==> src/logic/ucp_pkg.sv <==
// Package with shared constants and carriers for the dual channel pin logic
package ucp_pkg;
   // -----------------------------------------------------------------
   // Field positions
   // -----------------------------------------------------------------
   localparam int MCR_RTS_BIT    = 1;   // Request-to-send control
   localparam int MCR_OP2_BIT    = 3;   // General output control
   localparam int MCR_IR_BIT     = 6;   // Infrared enable
   localparam int FEATURE_CONTROL_REG_RXINV_BIT = 2;   // Infrared receive inversion
   localparam int FEATURE_CONTROL_REG_RS485_BIT = 3;   // RS-485 direction control
   localparam int EFR_ARTS_BIT   = 6;   // Auto RTS enable
   localparam int EFR_ACTS_BIT   = 7;   // Auto CTS enable
   localparam int IER_CTS_BIT    = 7;   // CTS interrupt enable
   localparam int AFR_BCAST_BIT  = 0;   // Write both channels at once
   localparam int AFR_MF_LO      = 1;   // Multi-function select low bit

   // -----------------------------------------------------------------
   // Reset values
   // -----------------------------------------------------------------
   localparam logic [7:0] MCR_RESET  = 8'h00;
   localparam logic [7:0] FEATURE_CONTROL_REG_RESET = 8'h00;
   localparam logic [7:0] EFR_RESET  = 8'h00;
   localparam logic [7:0] IER_RESET  = 8'h00;
   localparam logic [7:0] AFR_RESET  = 8'h00;

   // -----------------------------------------------------------------
   // Register indices on the parallel side
   // -----------------------------------------------------------------
   localparam logic [2:0] IDX_IER  = 3'h1;
   localparam logic [2:0] IDX_FEATURE_CONTROL_REG = 3'h2;
   localparam logic [2:0] IDX_MCR  = 3'h4;
   localparam logic [2:0] IDX_EFR  = 3'h5;
   localparam logic [2:0] IDX_AFR  = 3'h6;

   // Baud clock divider default (16x clock every N system clocks)
   localparam int BAUD_DIV_RESET = 16'h000A;
   localparam int IR_PULSE_CYC   = 3;   // Infrared pulse length, cycles

   // Multi-function output selection
   typedef enum logic [1:0] {
      UCP_MF_OP2  = 2'h0,
      UCP_MF_BAUD = 2'h1,
      UCP_MF_RXRDY = 2'h2
   } ucp_mf_e;

   // Modem lines of one channel
   typedef struct packed {
      logic cts_n;
      logic dsr_n;
      logic cd_n;
      logic ri_n;
   } ucp_modem_in_s;

   // Per-channel core status from the datapath
   typedef struct packed {
      logic       irq_pend;   // Pending service request
      logic [7:0] tx_level;   // Free slots in transmit FIFO
      logic [7:0] rx_level;   // Bytes in receive FIFO
      logic       tx_busy;    // Transmitter shifting a frame
      logic       tx_bit;     // Serial bit from the shifter
   } ucp_core_s;
endpackage

==> src/logic/ucp_top.sv <==
// Pin-level logic of a two-channel serial port
`timescale 1ns/1ps
module ucp_top #(
   parameter int TX_THRESH = 1,    // Free slots needed for ready
   parameter int RX_THRESH = 1,    // Bytes needed for receive ready
   parameter int DIV_W     = 16    // Baud divisor width
) (
   input  wire logic                  clk_in,
   input  wire logic                  rst_n_in,
   input  wire logic                  cs_n_in,
   input  wire logic                  channel_select_in,
   input  wire logic                  wr_in,
   input  wire logic [2:0]            addr_in,
   input  wire logic [7:0]            wdata_in,
   input  wire logic [DIV_W-1:0]      baud_div_in,
   input  wire ucp_pkg::ucp_core_s    core_a_in,
   input  wire ucp_pkg::ucp_core_s    core_b_in,
   input  wire ucp_pkg::ucp_modem_in_s modem_a_in,
   input  wire ucp_pkg::ucp_modem_in_s modem_b_in,
   input  wire logic                  serial_in_a,
   input  wire logic                  serial_in_b,
   output logic                       irq_out_a,
   output logic                       irq_out_b,
   output logic                       tx_ready_n_a,
   output logic                       tx_ready_n_b,
   output logic                       serial_out_a,
   output logic                       serial_out_b,
   output logic                       rx_data_a_out,
   output logic                       rx_data_b_out,
   output logic                       request_to_send_n_a,
   output logic                       request_to_send_n_b,
   output logic                       terminal_ready_n_a,
   output logic                       terminal_ready_n_b,
   output logic                       multi_function_out_a,
   output logic                       multi_function_out_b,
   output logic                       tx_allow_a_out,
   output logic                       tx_allow_b_out,
   output logic                       cts_irq_a_out,
   output logic                       cts_irq_b_out,
   output ucp_pkg::ucp_modem_in_s     gpio_in_a_out,
   output ucp_pkg::ucp_modem_in_s     gpio_in_b_out
);
   import ucp_pkg::*;

   // -----------------------------------------------------------------
   // Parameter checks
   // -----------------------------------------------------------------
   initial begin
      if (TX_THRESH < 1 || TX_THRESH > 255 || RX_THRESH < 1 ||
          RX_THRESH > 255 || DIV_W < 2) begin
         $error("ucp_top: unsupported parameter value");
      end
   end

   // -----------------------------------------------------------------
   // Control registers, one set per channel (index 0 is A)
   // -----------------------------------------------------------------
   logic [7:0] mcr_ff  [2];   // modem_control_reg
   logic [7:0] feature_control_reg_ff [2];   // feature_control_reg
   logic [7:0] efr_ff  [2];   // enhanced_feature_reg
   logic [7:0] ier_ff  [2];   // irq_enable_reg
   logic [7:0] afr_ff  [2];   // alternate_function_reg
   logic [1:0] wsel;          // Channels hit by this write
   logic       bcast;         // Broadcast active on any channel

   // A write reaches both channels when either broadcast bit is set
   assign bcast = afr_ff[0][AFR_BCAST_BIT] | afr_ff[1][AFR_BCAST_BIT];
   // Select line high picks A, low picks B; broadcast overrides it
   always_comb begin
      wsel = 2'b00;
      if (!cs_n_in && wr_in) begin
         if (bcast) begin
            wsel = 2'b11;
         end else if (channel_select_in) begin
            wsel = 2'b01;
         end else begin
            wsel = 2'b10;
         end
      end
   end

   // Register storage; reset clears every bit including OP2 control
   for (genvar c = 0; c < 2; c++) begin : g_reg
      always_ff @(posedge clk_in or negedge rst_n_in) begin
         if (!rst_n_in) begin
            mcr_ff[c]  <= MCR_RESET;
            feature_control_reg_ff[c] <= FEATURE_CONTROL_REG_RESET;
            efr_ff[c]  <= EFR_RESET;
            ier_ff[c]  <= IER_RESET;
            afr_ff[c]  <= AFR_RESET;
         end else if (wsel[c]) begin
            if (addr_in == IDX_MCR) begin
               mcr_ff[c] <= wdata_in;
            end else if (addr_in == IDX_FEATURE_CONTROL_REG) begin
               feature_control_reg_ff[c] <= wdata_in;
            end else if (addr_in == IDX_EFR) begin
               efr_ff[c] <= wdata_in;
            end else if (addr_in == IDX_IER) begin
               ier_ff[c] <= wdata_in;
            end else if (addr_in == IDX_AFR) begin
               afr_ff[c] <= wdata_in;
            end
         end
      end
   end

   // -----------------------------------------------------------------
   // Per-channel datapath helpers
   // -----------------------------------------------------------------
   ucp_core_s     core  [2];
   ucp_modem_in_s modem [2];
   logic          sin   [2];
   logic          baud  [2];   // Sixteen-times clock
   logic          irtx  [2];   // Encoded infrared transmit
   logic          irrx  [2];   // Decoded infrared receive
   assign core[0]  = core_a_in;
   assign core[1]  = core_b_in;
   assign modem[0] = modem_a_in;
   assign modem[1] = modem_b_in;
   assign sin[0]   = serial_in_a;
   assign sin[1]   = serial_in_b;

   for (genvar c = 0; c < 2; c++) begin : g_ch
      // Baud clock source for the multi-function pin
      ucp_baud_gen #(.W(DIV_W)) u_baud (
         .clk_in   (clk_in),
         .rst_n_in (rst_n_in),
         .div_in   (baud_div_in),
         .baud_out (baud[c])
      );
      // Infrared path, receive polarity from the feature register
      ucp_ir_codec u_ir (
         .clk_in    (clk_in),
         .rst_n_in  (rst_n_in),
         .tx_bit_in (core[c].tx_bit),
         .rx_pin_in (sin[c]),
         .invert_in (feature_control_reg_ff[c][FEATURE_CONTROL_REG_RXINV_BIT]),
         .ir_tx_out (irtx[c]),
         .ir_rx_out (irrx[c])
      );
   end

   // -----------------------------------------------------------------
   // Next-state values of the pins
   // -----------------------------------------------------------------
   logic [1:0] nxt_irq, nxt_txr_n, nxt_tx, nxt_rx, nxt_rts_n;
   logic [1:0] nxt_dtr_n, nxt_mf, nxt_allow, nxt_ctsirq;
   always_comb begin
      for (int c = 0; c < 2; c++) begin
         nxt_irq[c]   = core[c].irq_pend;
         nxt_txr_n[c] = ~(core[c].tx_level >= 8'(TX_THRESH));
         // Standard idles high, infrared idles low
         if (mcr_ff[c][MCR_IR_BIT]) begin
            nxt_tx[c] = irtx[c];
            nxt_rx[c] = irrx[c];
         end else begin
            nxt_tx[c] = core[c].tx_busy ? core[c].tx_bit : 1'b1;
            nxt_rx[c] = sin[c];    // Relies on line idling high
         end
         // RS-485 mode: RTS low only while a frame is being sent
         if (feature_control_reg_ff[c][FEATURE_CONTROL_REG_RS485_BIT]) begin
            nxt_rts_n[c] = ~core[c].tx_busy;
         end else begin
            nxt_rts_n[c] = ~mcr_ff[c][MCR_RTS_BIT];
         end
         nxt_dtr_n[c]  = ~mcr_ff[c][0];
         // CTS high blocks the transmitter in auto mode
         nxt_allow[c]  = ~efr_ff[c][EFR_ACTS_BIT] | ~modem[c].cts_n;
         nxt_ctsirq[c] = efr_ff[c][EFR_ACTS_BIT] &
                         ier_ff[c][IER_CTS_BIT] & modem[c].cts_n;
         case (ucp_mf_e'(afr_ff[c][AFR_MF_LO +: 2]))
            UCP_MF_OP2:   nxt_mf[c] = ~mcr_ff[c][MCR_OP2_BIT];
            UCP_MF_BAUD:  nxt_mf[c] = baud[c];
            UCP_MF_RXRDY: nxt_mf[c] =
               ~(core[c].rx_level >= 8'(RX_THRESH));
            default:      nxt_mf[c] = 1'b1;
         endcase
      end
   end

   // -----------------------------------------------------------------
   // Output flip-flops
   // -----------------------------------------------------------------
   logic [1:0] irq_ff, txr_n_ff, tx_ff, rx_ff, rts_n_ff;
   logic [1:0] dtr_n_ff, mf_ff, allow_ff, ctsirq_ff;
   ucp_modem_in_s gpio_ff [2];   // Registered modem inputs as GPIO
   // Reset drives every pin to its idle level
   always_ff @(posedge clk_in or negedge rst_n_in) begin
      if (!rst_n_in) begin
         irq_ff    <= 2'h0;
         txr_n_ff  <= 2'h3;
         tx_ff     <= 2'h3;
         rx_ff     <= 2'h3;
         rts_n_ff  <= 2'h3;
         dtr_n_ff  <= 2'h3;
         mf_ff     <= 2'h3;
         allow_ff  <= 2'h3;
         ctsirq_ff <= 2'h0;
      end else begin
         irq_ff    <= nxt_irq;
         txr_n_ff  <= nxt_txr_n;
         tx_ff     <= nxt_tx;
         rx_ff     <= nxt_rx;
         rts_n_ff  <= nxt_rts_n;
         dtr_n_ff  <= nxt_dtr_n;
         mf_ff     <= nxt_mf;
         allow_ff  <= nxt_allow;
         ctsirq_ff <= nxt_ctsirq;
      end
   end
   // Modem inputs sampled so software sees them as general input
   always_ff @(posedge clk_in or negedge rst_n_in) begin
      if (!rst_n_in) begin
         gpio_ff[0] <= 4'hF;
         gpio_ff[1] <= 4'hF;
      end else begin
         gpio_ff[0] <= modem[0];
         gpio_ff[1] <= modem[1];
      end
   end

   assign irq_out_a            = irq_ff[0];
   assign irq_out_b            = irq_ff[1];
   assign tx_ready_n_a         = txr_n_ff[0];
   assign tx_ready_n_b         = txr_n_ff[1];
   assign serial_out_a         = tx_ff[0];
   assign serial_out_b         = tx_ff[1];
   assign rx_data_a_out        = rx_ff[0];
   assign rx_data_b_out        = rx_ff[1];
   assign request_to_send_n_a  = rts_n_ff[0];
   assign request_to_send_n_b  = rts_n_ff[1];
   assign terminal_ready_n_a   = dtr_n_ff[0];
   assign terminal_ready_n_b   = dtr_n_ff[1];
   assign multi_function_out_a = mf_ff[0];
   assign multi_function_out_b = mf_ff[1];
   assign tx_allow_a_out       = allow_ff[0];
   assign tx_allow_b_out       = allow_ff[1];
   assign cts_irq_a_out        = ctsirq_ff[0];
   assign cts_irq_b_out        = ctsirq_ff[1];
   assign gpio_in_a_out        = gpio_ff[0];
   assign gpio_in_b_out        = gpio_ff[1];

   // -----------------------------------------------------------------
   // Checks
   // -----------------------------------------------------------------
   AST_IRQ: assert property (@(posedge clk_in) disable iff (!rst_n_in)
      irq_out_a == $past(core_a_in.irq_pend))
      else $error("irq A does not follow pending");
   AST_TXRDY: assert property (@(posedge clk_in) disable iff (!rst_n_in)
      tx_ready_n_b == ($past(core_b_in.tx_level) < 8'(TX_THRESH)))
      else $error("tx ready B wrong");
   AST_STD_IDLE: assert property (@(posedge clk_in) disable iff (!rst_n_in)
      !mcr_ff[0][MCR_IR_BIT] && !core_a_in.tx_busy |=> serial_out_a)
      else $error("standard idle not high");
   AST_IR_IDLE: assert property (@(posedge clk_in) disable iff (!rst_n_in)
      mcr_ff[0][MCR_IR_BIT] && !irtx[0] |=> !serial_out_a)
      else $error("infrared idle not low");
   AST_RS485: assert property (@(posedge clk_in) disable iff (!rst_n_in)
      feature_control_reg_ff[1][FEATURE_CONTROL_REG_RS485_BIT] && core_b_in.tx_busy
      |=> !request_to_send_n_b)
      else $error("rs485 direction not asserted");
   AST_CTS: assert property (@(posedge clk_in) disable iff (!rst_n_in)
      efr_ff[0][EFR_ACTS_BIT] && modem_a_in.cts_n |=> !tx_allow_a_out)
      else $error("cts did not stop transmit");
   AST_OP2: assert property (@(posedge clk_in) disable iff (!rst_n_in)
      afr_ff[0][2:1] == 2'h0 |=>
      multi_function_out_a == !$past(mcr_ff[0][MCR_OP2_BIT]))
      else $error("general output level wrong");
   AST_BCAST: assert property (@(posedge clk_in) disable iff (!rst_n_in)
      bcast && !cs_n_in && wr_in && addr_in == IDX_MCR
      |=> mcr_ff[0] == mcr_ff[1])
      else $error("broadcast missed a channel");
   AST_SEL_B: assert property (@(posedge clk_in) disable iff (!rst_n_in)
      !bcast && !cs_n_in && wr_in && !channel_select_in &&
      addr_in == IDX_MCR |=> $stable(mcr_ff[0]))
      else $error("channel B write touched A");
endmodule

==> src/logic/ucp_baud_gen.sv <==
// Sixteen-times baud clock generator for one channel
`timescale 1ns/1ps
module ucp_baud_gen #(
   parameter int W = 16
) (
   input  wire logic         clk_in,
   input  wire logic         rst_n_in,
   input  wire logic [W-1:0] div_in,
   output logic              baud_out
);
   import ucp_pkg::*;
   // -----------------------------------------------------------------
   // Divider
   // -----------------------------------------------------------------
   logic [W-1:0] cnt_ff;   // Cycle count inside half period
   // Toggle at each half period; a divisor of 0 or 1 holds the clock low
   always_ff @(posedge clk_in or negedge rst_n_in) begin
      if (!rst_n_in) begin
         cnt_ff   <= '0;
         baud_out <= 1'b0;
      end else if (div_in < W'(2)) begin
         cnt_ff   <= '0;
         baud_out <= 1'b0;
      end else if (cnt_ff >= W'(div_in >> 1) - W'(1)) begin
         cnt_ff   <= '0;
         baud_out <= ~baud_out;
      end else begin
         cnt_ff   <= cnt_ff + W'(1);
      end
   end
endmodule

==> src/logic/ucp_ir_codec.sv <==
// Infrared pulse encoder and receive conditioning for one channel
`timescale 1ns/1ps
module ucp_ir_codec (
   input  wire logic clk_in,
   input  wire logic rst_n_in,
   input  wire logic tx_bit_in,
   input  wire logic rx_pin_in,
   input  wire logic invert_in,
   output logic      ir_tx_out,
   output logic      ir_rx_out
);
   import ucp_pkg::*;
   // -----------------------------------------------------------------
   // Encoder: each one-to-zero step of the transmit bit yields a short high pulse, idle is low
   // -----------------------------------------------------------------
   logic [3:0] pcnt_ff;   // Remaining pulse cycles
   logic       prev_ff;   // Last transmit bit
   always_ff @(posedge clk_in or negedge rst_n_in) begin
      if (!rst_n_in) begin
         pcnt_ff <= '0;
         prev_ff <= 1'b1;
      end else begin
         prev_ff <= tx_bit_in;
         if (prev_ff && !tx_bit_in) begin
            pcnt_ff <= 4'(IR_PULSE_CYC);
         end else if (pcnt_ff != 4'h0) begin
            pcnt_ff <= pcnt_ff - 4'h1;
         end
      end
   end
   assign ir_tx_out = (pcnt_ff != 4'h0);
   // -----------------------------------------------------------------
   // Decoder: optional polarity flip, pulse high becomes data zero
   // -----------------------------------------------------------------
   always_ff @(posedge clk_in or negedge rst_n_in) begin
      if (!rst_n_in) begin
         ir_rx_out <= 1'b1;
      end else begin
         ir_rx_out <= ~(rx_pin_in ^ invert_in);
      end
   end
endmodule

==> config.mk <==
export PLATFORM = sky130hd
export DESIGN_NAME = ucp_top
export DESIGN_NICKNAME = d
export VERILOG_FILES = /design/src/logic/ucp_pkg.sv /design/src/logic/ucp_top.sv /design/src/logic/ucp_baud_gen.sv /design/src/logic/ucp_ir_codec.sv
export SDC_FILE = /design/constraint.sdc
export NUM_CORES = 1
export LEC_CHECK = 0
export BUFFER_PORTS_ARGS = -buffer_cell sky130_fd_sc_hd__buf_2
export CORE_MARGIN = 3
export CORE_UTILIZATION = 59
export CTS_CLUSTER_DIAMETER = 100
export DETAILED_ROUTE_END_ITERATION = 16
export GPL_TIMING_DRIVEN = 0
export PLACE_DENSITY = 0.86
export SYNTH_ARGS = -nofsm -noshare
export SYNTH_HDL_FRONTEND = slang
export SYNTH_SLANG_ARGS = --single-unit
==> constraint.sdc <==
create_clock -name clk_in -period 3.7 [get_ports clk_in]
set_clock_uncertainty 0.05 [all_clocks]
set_input_delay 0.185 -clock clk_in [delete_from_list [all_inputs] [get_ports clk_in]]
set_output_delay 0.185 -clock clk_in [all_outputs]
set_load 0.05 [all_outputs]
# ---- After elaboration in Yosys (flattened, before gate mapping)
# Index checks and enable logic that the tools add are counted.
# Widths: inputs -> output; s select.
dict set report word_totals {
  out_inout_bits 26
  inputBits 80
  word_cells 140
  ff_bits 132
}
dict set report op_classes {
  n_eq_ne 9
  reduce_logical 24
  magnitude_cmp 7
  n_bitwise 33
  addsub 5
  muxes 25
}
# op count
set op_table {}
lappend op_table {{$mux 16} 4}
lappend op_table {{$add 16x1->16 const B} 2}
lappend op_table {{$ge 16x16->1} 2}
lappend op_table {{$ge 8x1->1 const B} 4}
lappend op_table {{$not 1->1} 24}
lappend op_table {{$lt 16x2->1 const B} 1}
lappend op_table {{$mux 4} 4}
lappend op_table {{$sub 15x1->16 const B} 1}
lappend op_table {{$mux 1} 12}
lappend op_table {{$reduce_and 6->1} 2}
lappend op_table {{$reduce_and 5->1} 2}
lappend op_table {{$eq 3x3->1 const B} 3}
lappend op_table {{$reduce_and 4->1} 2}
lappend op_table {{$reduce_bool 2->1} 4}
lappend op_table {{$reduce_bool 4->1} 2}
lappend op_table {{$sub 4x1->4 const B} 2}
lappend op_table {{$mux 2} 3}
lappend op_table {{$pmux 1 s3} 2}
lappend op_table {{$reduce_and 3->1} 2}
lappend op_table {{$and 1x1->1} 4}
lappend op_table {{$eq 2x1->1 const B} 2}
lappend op_table {{$eq 2x2->1 const B} 2}
lappend op_table {{$logic_not 2->1} 2}
lappend op_table {{$reduce_and 2->1} 2}
lappend op_table {{6 further kinds} 13}

# ---- Logic depth before layout (Yosys ltp)
# Gate-level depths: netlist of run 1.
dict set report logic_depth {
  depth_word 4
  mapped_depth 14
  depth_no_buf 12
}

# ---- Hierarchy
# A second synthesis of run 1 with hierarchy kept.
dict set report hier_totals {
  cells_unflattened 479
  area_unflattened_um2 5172.5
}
# mod instances seq_area_each_um2 cells_per_inst area_per_inst_um2
set by_module_without_submodules {}
lappend by_module_without_submodules {ucp_top 1 1228.7 125 1845.5}
lappend by_module_without_submodules {{ucp_baud_gen (g_ch[0].u_baud)} 1 425.4 152 1395.1}
lappend by_module_without_submodules {{ucp_baud_gen (g_ch[1].u_baud)} 1 425.4 154 1373.8}
lappend by_module_without_submodules {ucp_ir_codec 2 152.6 24 279.0}

# ---- Worst setup path after synthesis of run 1
# OpenSTA, ideal clock, no wires.
dict set report synth_path {
  path_kind {input -> register}
  from {input port baud_div_in[13]}
  to {register g_ch[0].u_baud.baud_out}
  required_time_ns 3.525
  arrival_ns 2.682
  n_path_buf 0
  setup_time_ns 0.125
  stages 8
  path_slack_ns 0.843
  path_cell_list {or4_1 > nor3_1 > inv_1 > ha_1 > nand4_1 > or4_1 > o211ai_2 > mux2_2}
}
dict set report synth_via {
  elab_chain_cells 3
  elab_cells_between_ends 5
  classes_between {add/sub (1); order compare (2); mux (1); reduce/logical (1)}
}
# element line_no
set synth_rtl {}
lappend synth_rtl {{start, declared} ucp_top.sv:15} ;# input wire logic [DIV_W-1:0] baud_div_in,
lappend synth_rtl {{$sub 15x1->16} ucp_baud_gen.sv:24} ;# end else if (cnt_ff >= W'(div_in >> 1) - W'(1)) begin
lappend synth_rtl {{$ge 16x16->1} ucp_baud_gen.sv:24}
lappend synth_rtl {{$reduce_bool 2->1 (no source line)} --}
lappend synth_rtl {{end signal, assigned} ucp_baud_gen.sv:26} ;# baud_out <= ~baud_out;
lappend synth_rtl {{end, declared} ucp_baud_gen.sv:9} ;# output logic baud_out
# Several ways; a longest one is shown, not always the timed one.
# A chain may end at the register's enable or synchronous reset.

# ---- Final worst setup path of run 1
dict set report layout_path {
  from {input port baud_div_in[7]}
  to {register g_ch[0].u_baud.baud_out}
}
# Same word-level chain as after synthesis.

==> run summary, run 1 <==
Logic synthesis
* mean post-synth cell area: 10.94 um^2
* prevailing post-synth register cell: dfrtp_1
* top area cells in the synthesized netlist: dfrtp_1 (36%), dfstp_2 (14%), ha_1 (9.1%), mux2_2 (5.4%), xnor2_1 (4.9%)
* Post-Synthesis Net Count: 553
* Yosys Warn Count: 0
* cell taking the most area after synthesis: dfrtp_1
* register bit count reported by yosys: 94
* count leader, synth: dfrtp_1
* Synth cell types: 41
* share of synthesized area occupied by flip-flops and latches: 0.4979
* fraction of synthesized cell area taken by the top area cell type: 0.3553
* gate count after technology mapping: 438
* number of synthesized flops with an enable pin: 0
* most instantiated cells after synthesis: dfrtp_1 (68), nor2_1 (60), ha_1 (35), xnor2_1 (27), dfstp_2 (26)
* Mapped Area: 4790 um^2
* share of flip-flops with an asynchronous set or reset after synthesis: 1.000

Setup path
* startpoint types: input port
* critical path endpoint category: flip-flop
* type of the worst setup path: in2reg
* Max Fanout on Critical Path: 8
* Critical Path AT: 3300 ps
* crit path launch: baud_div_in[7]
* required time worst endpoint: 3890 ps
* Reg2Reg Launch Point: g_ch[0].u_baud.cnt_ff[12]$_DFF_PN0_

Clock tree
* Root Buffer Master: clkbuf_8
* CTS buffer count: 9
* total setup buffers inserted after CTS: 0
* CTS Sinks: 94
* Post-CTS Hold Buffers: 23
* clock transition time at the flip-flop clock pins of the worst setup and hold paths: 90 ps
* clock insertion delay at the later pin of the skew report: 350 ps
* Longest Clk Path Bufs: 2
* count of cells resized by post-cts repair: 0
* number of levels the H-tree was split into: 3
* clock tree from TritonCTS: done

Power
* leakage power figure: 2.781 nW
* power per unit of standard cell area: 511.0 nW/um^2
* Max IR drop VDD: 0.2691 mV

Placed design
* HPWL after detailed placement: 7615 um
* input/output buffers: 101
* cell total after placement: 642
* final weighted congestion of routability-driven global placement: 0.8805

Layout
* ant diodes: 0
* share of final-layout standard cells stronger than drive strength 1: 0.3040
* Area growth syn-to-layout: 22.78%
* post-route insts no fill: 681
* nets: 689

GRT
* pin count of the biggest net entering global routing: 69
* GRT Overall Usage: 0.2251
* GR Overflow Total: 0
* first-pass GRT wire length: 16,080 um
* antenna violations before repair: 0
* number of global-route vias before repair: 3,736

STA
* Final Cycle Share: 0.8420
* final count of negative-setup-slack endpoints: 0
* f_max: 0.3210 GHz
* number of hold violations in the final report: 0
* unrepaired setup endpoints after global routing: false
* post-layout minimum cycle time: 3115 ps
* Worst Max-Slew Pin Slew: 688.1 ps
* TNS Setup: 0 ps
* Final Max Tran Viols: 0
* headroom to the max-slew limit: 0.5403

Floorplan
* CORE AREA: 7807 um^2
* boundary pin count: 106
* overall die height: 96.10 um
* floorplan die width: 96.10 um
* cell row count: 32
* total die area: 9235 um^2
* Initial Util: 0.6135

Status
* result of the run: completed

Route
* initial drt markers: 97
* number of vias after detailed routing: 3,700
* Pre-antenna DRT Iters: 4
* detail-routed net length per standard cell: 14.65 um
* DRC: 0
* post-route ant nets: 0
* aggregate routed wire length: 9977 um
* per-cell via count in the routed design: 5.433

Worst hold path
* type of the tightest min-delay check: in2reg
* startpoint of the tightest hold check path: wdata_in[0]

Job
* maximum capacitance violations: 0

[power breakdown]
group	internal, mW	leakage [nW]	switching [mW]	total, mW
registers	1.29	1.14	0.185	1.47
clock network	0.319	0.0948	0.360	0.678
logic	0.363	1.55	0.493	0.856
total	1.97	2.78	1.04	3.00
[final timing paths]
kind / endpoint / slack (ps) / cells past startpoint
max: g_ch[0].u_baud.baud_out$_DFFE_PN0P_ / 580 / 10
min reg2reg: dtr_n_ff[0]$_DFF_PN1_ / 320 / 1
max in group asynchronous: gpio_in_b_out[1]$_DFF_PN1_ / 2690 / 3
min: mcr_ff[8]$_DFFE_PN0P_ / 40 / 3
min in group asynchronous: efr_ff[15]$_DFFE_PN0P_ / 240 / 2
max reg2reg: g_ch[0].u_baud.baud_out$_DFFE_PN0P_ / 1320 / 5
[stage by stage]
stage | area [um^2] | hold slack, ps | setup slack [ps] | power [mW] | utilization
after CTS | 5881 | 22.10 | 625.8 | 3.029 | 0.7532
after floorplan | 4790 | -160.6 | 843.3 | 2.061 | -
final | 5881 | 38.77 | 584.7 | 3.005 | 0.7532
after detailed placement | 5453 | 78.29 | 229.8 | 2.326 | 0.6984
after global routing | 5881 | 45.20 | 400.1 | 3.191 | 0.7532
after global placement | 5423 | 241.5 | 355.6 | 2.247 | 0.6946
[worst max-delay path: stages]
cell and delay, ps:
buf_2 130, nor4_1 380, nand3_1 190, nor3_1 450, inv_1 170, ha_1 330
nand4_1 130, or4_1 560, o211ai_2 390, mux2_2 390
[cell usage in the layout (no fill, tap or decap), types with 3 or more instances in the layout]
cell	synthesis	layout
a21o_1	6	6
a21oi_1	11	11
and3_1	9	9
buf_2	1	101
clkbuf_8	0	9
dfrtp_1	68	68
dfstp_2	26	26
dlygate4sd3_1	0	23
ha_1	35	35
inv_1	15	15
mux2_2	23	23
mux2i_1	5	5
nand2_1	25	25
nand2b_1	5	5
nand3_1	21	21
nand4_1	3	3
nor2_1	60	60
nor2b_1	5	5
nor3_1	16	16
nor3b_1	4	4
nor4_1	7	7
o21ai_0	8	8
or4_1	6	6
xnor2_1	27	27
xor2_1	25	25
[routing by layer]
metal	track usage	vias up	wire length, um
met5	0	-	0
met4	0.08886	0	202
met3	0.03049	17	461
met2	0.4071	97	5113
met1	0.2687	1785	4199
li1	-	1801	-
[cell type report]
type	instances	area [um^2]
fill	519	1927
clock buffer	10	127.6
buffer	4	31.28
clock inverter	6	70.07
sequential	94	2385
multi-input combinational	325	2317
timing repair buffer	125	765.7
inverter	15	56.30
tap	102	127.6
[cells by family (layout without fill, tap and decap cells)]
kind of cell | count (synthesis) | after routing | synth area share
simple gates | 171 | 171 | 0.1763
flops | 94 | 94 | 0.4979
xor+xnor | 52 | 52 | 0.09509
fa+ha+maj | 37 | 37 | 0.09613
compound gates | 36 | 36 | 0.04859
mux | 29 | 29 | 0.06766
buf+inv | 19 | 160 | 0.01828
[sequential cells by signal, summed over array words and instances (netlist names), 4 cells and up]
| signal | count |
|---|---|
| g_ch.u_baud.cnt_ff | 32 |
| mcr_ff | 8 |
| feature_control_reg_ff | 4 |
| gpio_in_a_out | 4 |
| g_ch.u_ir.pcnt_ff | 8 |
| afr_ff | 6 |
| gpio_in_b_out | 4 |
Power figures use the tool's default switching activity.
==> inputs of run 2 (changes only) <==
--- a/config.mk
+++ b/config.mk
@@ -5,13 +5,14 @@
 export SDC_FILE = /design/constraint.sdc
 export NUM_CORES = 1
 export LEC_CHECK = 0
+export ABC_AREA = 1
 export BUFFER_PORTS_ARGS = -buffer_cell sky130_fd_sc_hd__buf_2
 export CORE_MARGIN = 3
-export CORE_UTILIZATION = 59
+export CORE_UTILIZATION = 55
 export CTS_CLUSTER_DIAMETER = 100
 export DETAILED_ROUTE_END_ITERATION = 16
 export GPL_TIMING_DRIVEN = 0
-export PLACE_DENSITY = 0.86
+export PLACE_DENSITY = 0.8
 export SYNTH_ARGS = -nofsm -noshare
 export SYNTH_HDL_FRONTEND = slang
 export SYNTH_SLANG_ARGS = --single-unit
==> constraint.sdc (replaced) <==
create_clock -name clk_in -period 3.1 [get_ports clk_in]
set_clock_uncertainty 0.05 [all_clocks]
set_input_delay 0.155 -clock clk_in [delete_from_list [all_inputs] [get_ports clk_in]]
set_output_delay 0.155 -clock clk_in [all_outputs]
set_load 0.05 [all_outputs]
==> run 2 against run 1 <==
Net effect:
- sequential power rose by 19%
- critical path depth increased by 10
- hold slack better by 2.0 ps
- routed wire length grew 6.3%
- first-iteration DRC count is 71% higher
- clock-buffer cell count fell by 1
- non-clock buffer count unchanged
- sequential share of layout area decreased by 1.7 points
- final cell count up 23%
- via count is 15% higher
- largest cell class unchanged
- highest routed layer is now met5
==> run summary, run 2 <==
Logic synthesis
* Mapped Area: 5037 um^2
* mean post-synth cell area: 8.581 um^2
* prevailing post-synth register cell: dfrtp_1
* most instantiated cells after synthesis: nand2_1 (131), inv_1 (86), dfrtp_1 (68), nor2_1 (62), o21ai_0 (36)
* cell taking the most area after synthesis: dfrtp_1
* gate count after technology mapping: 587
* count leader, synth: nand2_1
* share of synthesized area occupied by flip-flops and latches: 0.4734
* Yosys Warn Count: 0
* register bit count reported by yosys: 94
* fraction of synthesized cell area taken by the top area cell type: 0.3378
* Post-Synthesis Net Count: 702
* top area cells in the synthesized netlist: dfrtp_1 (34%), dfstp_2 (14%), nand2_1 (9.8%), ha_1 (8.7%), inv_1 (6.4%)
* share of flip-flops with an asynchronous set or reset after synthesis: 1.000
* number of synthesized flops with an enable pin: 0
* Synth cell types: 29

Floorplan
* CORE AREA: 8806 um^2
* total die area: 10,340 um^2
* Initial Util: 0.5720
* cell row count: 34
* floorplan die width: 101.7 um
* overall die height: 101.7 um
* boundary pin count: 106

Status
* result of the run: completed

Clock tree
* total setup buffers inserted after CTS: 0
* clock tree from TritonCTS: done
* CTS Sinks: 94
* Longest Clk Path Bufs: 2
* CTS buffer count: 9
* clock transition time at the flip-flop clock pins of the worst setup and hold paths: 100 ps
* clock insertion delay at the later pin of the skew report: 360 ps
* count of cells resized by post-cts repair: 0
* Root Buffer Master: clkbuf_8
* number of levels the H-tree was split into: 3

GRT
* GRT Overall Usage: 0.2180
* GR Overflow Total: 0
* number of global-route vias before repair: 4,215
* antenna violations before repair: 1
* first-pass GRT wire length: 18,110 um
* pin count of the biggest net entering global routing: 76

STA
* Worst Max-Slew Pin Slew: 783.1 ps
* f_max: 0.3809 GHz
* number of hold violations in the final report: 0
* final count of negative-setup-slack endpoints: 0
* unrepaired setup endpoints after global routing: false
* headroom to the max-slew limit: 0.4748
* post-layout minimum cycle time: 2626 ps
* TNS Setup: 0 ps
* Final Max Tran Viols: 0
* Final Cycle Share: 0.8470

Placed design
* final weighted congestion of routability-driven global placement: 0.8576
* HPWL after detailed placement: 8101 um
* input/output buffers: 102

Setup path
* CP Cell Sequence: buf_2 -> inv_1 -> ha_1 -> nand2_2 -> nor2_4 -> nand3_2 -> nor3_1 -> xnor2_1 -> ha_1 -> nand2_1 -> inv_1 -> nand3_1 -> inv_1 -> nand2_1 -> nand3b_1 -> nor2_1 -> nand2_1 -> nand3_4 -> buf_6 -> nor2_2
* WP depth: 20
* length in cells of the worst reg-to-reg path: 12
* Max Fanout on Critical Path: 10
* required time worst endpoint: 3300 ps
* startpoint types: input port
* Critical Path AT: 2830 ps
* type of the worst setup path: in2reg
* critical path endpoint category: flip-flop
* crit path buf inv count: 5
* Crit-path slowest cell: ha_1
* delay of the slowest critical-path stage: 290 ps
* largest delay contributor family on the critical path: simple AND/OR/NAND/NOR gates

Route
* number of vias after detailed routing: 4,252
* DRC: 0
* aggregate routed wire length: 10,600 um
* post-route ant nets: 0
* detail-routed net length per standard cell: 12.65 um
* per-cell via count in the routed design: 5.074
* initial drt markers: 166
* Pre-antenna DRT Iters: 4

Power
* Max IR drop VDD: 0.4425 mV
* power per unit of standard cell area: 589.0 nW/um^2
* leakage power figure: 3.147 nW

Layout
* Area growth syn-to-layout: 21.96%
* commonest cells after routing, fill and taps aside: nand2_1 (131), buf_2 (101), inv_1 (86), dfrtp_1 (68), nor2_1 (62)
* leading cell type in the layout, fill and taps excluded: nand2_1
* largest register by flop count: g_ch.u_baud.cnt_ff
* ant diodes: 0
* number of flip-flops in the largest register: 32
* Regs by FF count: g_ch.u_baud.cnt_ff: 32 flops, g_ch.u_ir.pcnt_ff: 8 flops, mcr_ff: 8 flops
* nets: 840
* final core utilization: 0.6976
* share of final-layout standard cells stronger than drive strength 1: 0.2397

Worst hold path
* cell depth of the worst min-delay path: 3
* type of the tightest min-delay check: in2reg

Job
* maximum capacitance violations: 0

## run 2: changes by cell type in the layout (fill, tap and decap cells not counted), sizes merged, moves of 5 or more
| cell | previous run | this run |
|---|---|---|
| and3 | 9 | 0 |
| nor2b | 5 | 0 |
| mux2 | 24 | 0 |
| nor2 | 60 | 77 |
| nand2 | 25 | 137 |
| nand2b | 5 | 0 |
| xnor2 | 27 | 15 |
| a21o | 6 | 0 |
| o21ai | 8 | 36 |
| mux2i | 5 | 0 |
| inv | 17 | 90 |
| or4 | 6 | 0 |
## run 2: layout make-up
| type | instances | area (um^2) |
|---|---|---|
| clock inverter | 7 | 66.31 |
| multi-input combinational | 405 | 2307 |
| tap | 108 | 135.1 |
| timing repair buffer | 127 | 780.7 |
| buffer | 2 | 22.52 |
| inverter | 86 | 322.8 |
| fill | 683 | 2663 |
| clock buffer | 9 | 123.9 |
| sequential | 94 | 2385 |
## run 2: worst paths after layout
path,from,slack [ps],to
hold reg to reg,mcr_ff[8]$_DFFE_PN0P_,360,dtr_n_ff[0]$_DFF_PN1_
setup / recovery,baud_div_in[1],470,g_ch[0].u_baud.cnt_ff[6]$_DFF_PN0_
max in group asynchronous,rst_n_in,2170,txr_n_ff[1]$_DFF_PN1_
hold / removal,wdata_in[7],40,efr_ff[7]$_DFFE_PN0P_
setup reg to reg,g_ch[0].u_baud.cnt_ff[0]$_DFF_PN0_,1030,g_ch[0].u_baud.cnt_ff[14]$_DFF_PN0_
min in group asynchronous,rst_n_in,170,g_ch[0].u_baud.cnt_ff[7]$_DFF_PN0_
## run 2: cells by family (layout without fill, tap and decap cells)
kind of cell / Yosys count / in the layout / synth area share
simple gates: 272 / 272 / 0.2422
flops: 94 / 94 / 0.4734
buf+inv: 88 / 231 / 0.06855
compound gates: 62 / 62 / 0.06632
xor+xnor: 36 / 36 / 0.06259
fa+ha+maj: 35 / 35 / 0.08693
## run 2: metal layers
| layer | track usage | vias up | part of all wire |
|---|---|---|---|
| met2 | 0.3788 | 99 | 0.51 |
| met3 | 0.05028 | 20 | 0.047 |
| met1 | 0.2696 | 1989 | 0.43 |
| li1 | - | 2142 | - |
| met5 | 0 | - | 0.0010 |
| met4 | 0.06748 | 2 | 0.016 |
## run 2: through the flow
step	area (um^2)	hold WS, ps	setup slack (ps)	power, mW	std cells
floorplan	5037	-190.6	650.2	2.534	587
global placement	5683	209.7	270.9	2.765	797
detailed placement	5713	7.342	160.2	2.835	798
CTS	6143	26.96	482.6	3.659	838
global route	6143	49.41	238.1	3.882	838
finish	6143	40.82	474.3	3.618	838
## run 2: worst min-delay path, stage by stage
cell and delay (ps):
buf_2 80, inv_1 60, a31oi_1 120
## run 2: what timing repair did
item / in CTS / in global routing
setup endpoints to repair: 0 / 0
hold buffers: 24 / 0
hold endpoints to repair: 93 / 0
## run 2: report_power, final
part | internal [mW] | switching (mW) | leakage, nW
clock network | 0.311 | 0.479 | 0.0953
registers | 1.54 | 0.208 | 1.14
logic | 0.411 | 0.666 | 1.91
total | 2.27 | 1.35 | 3.15
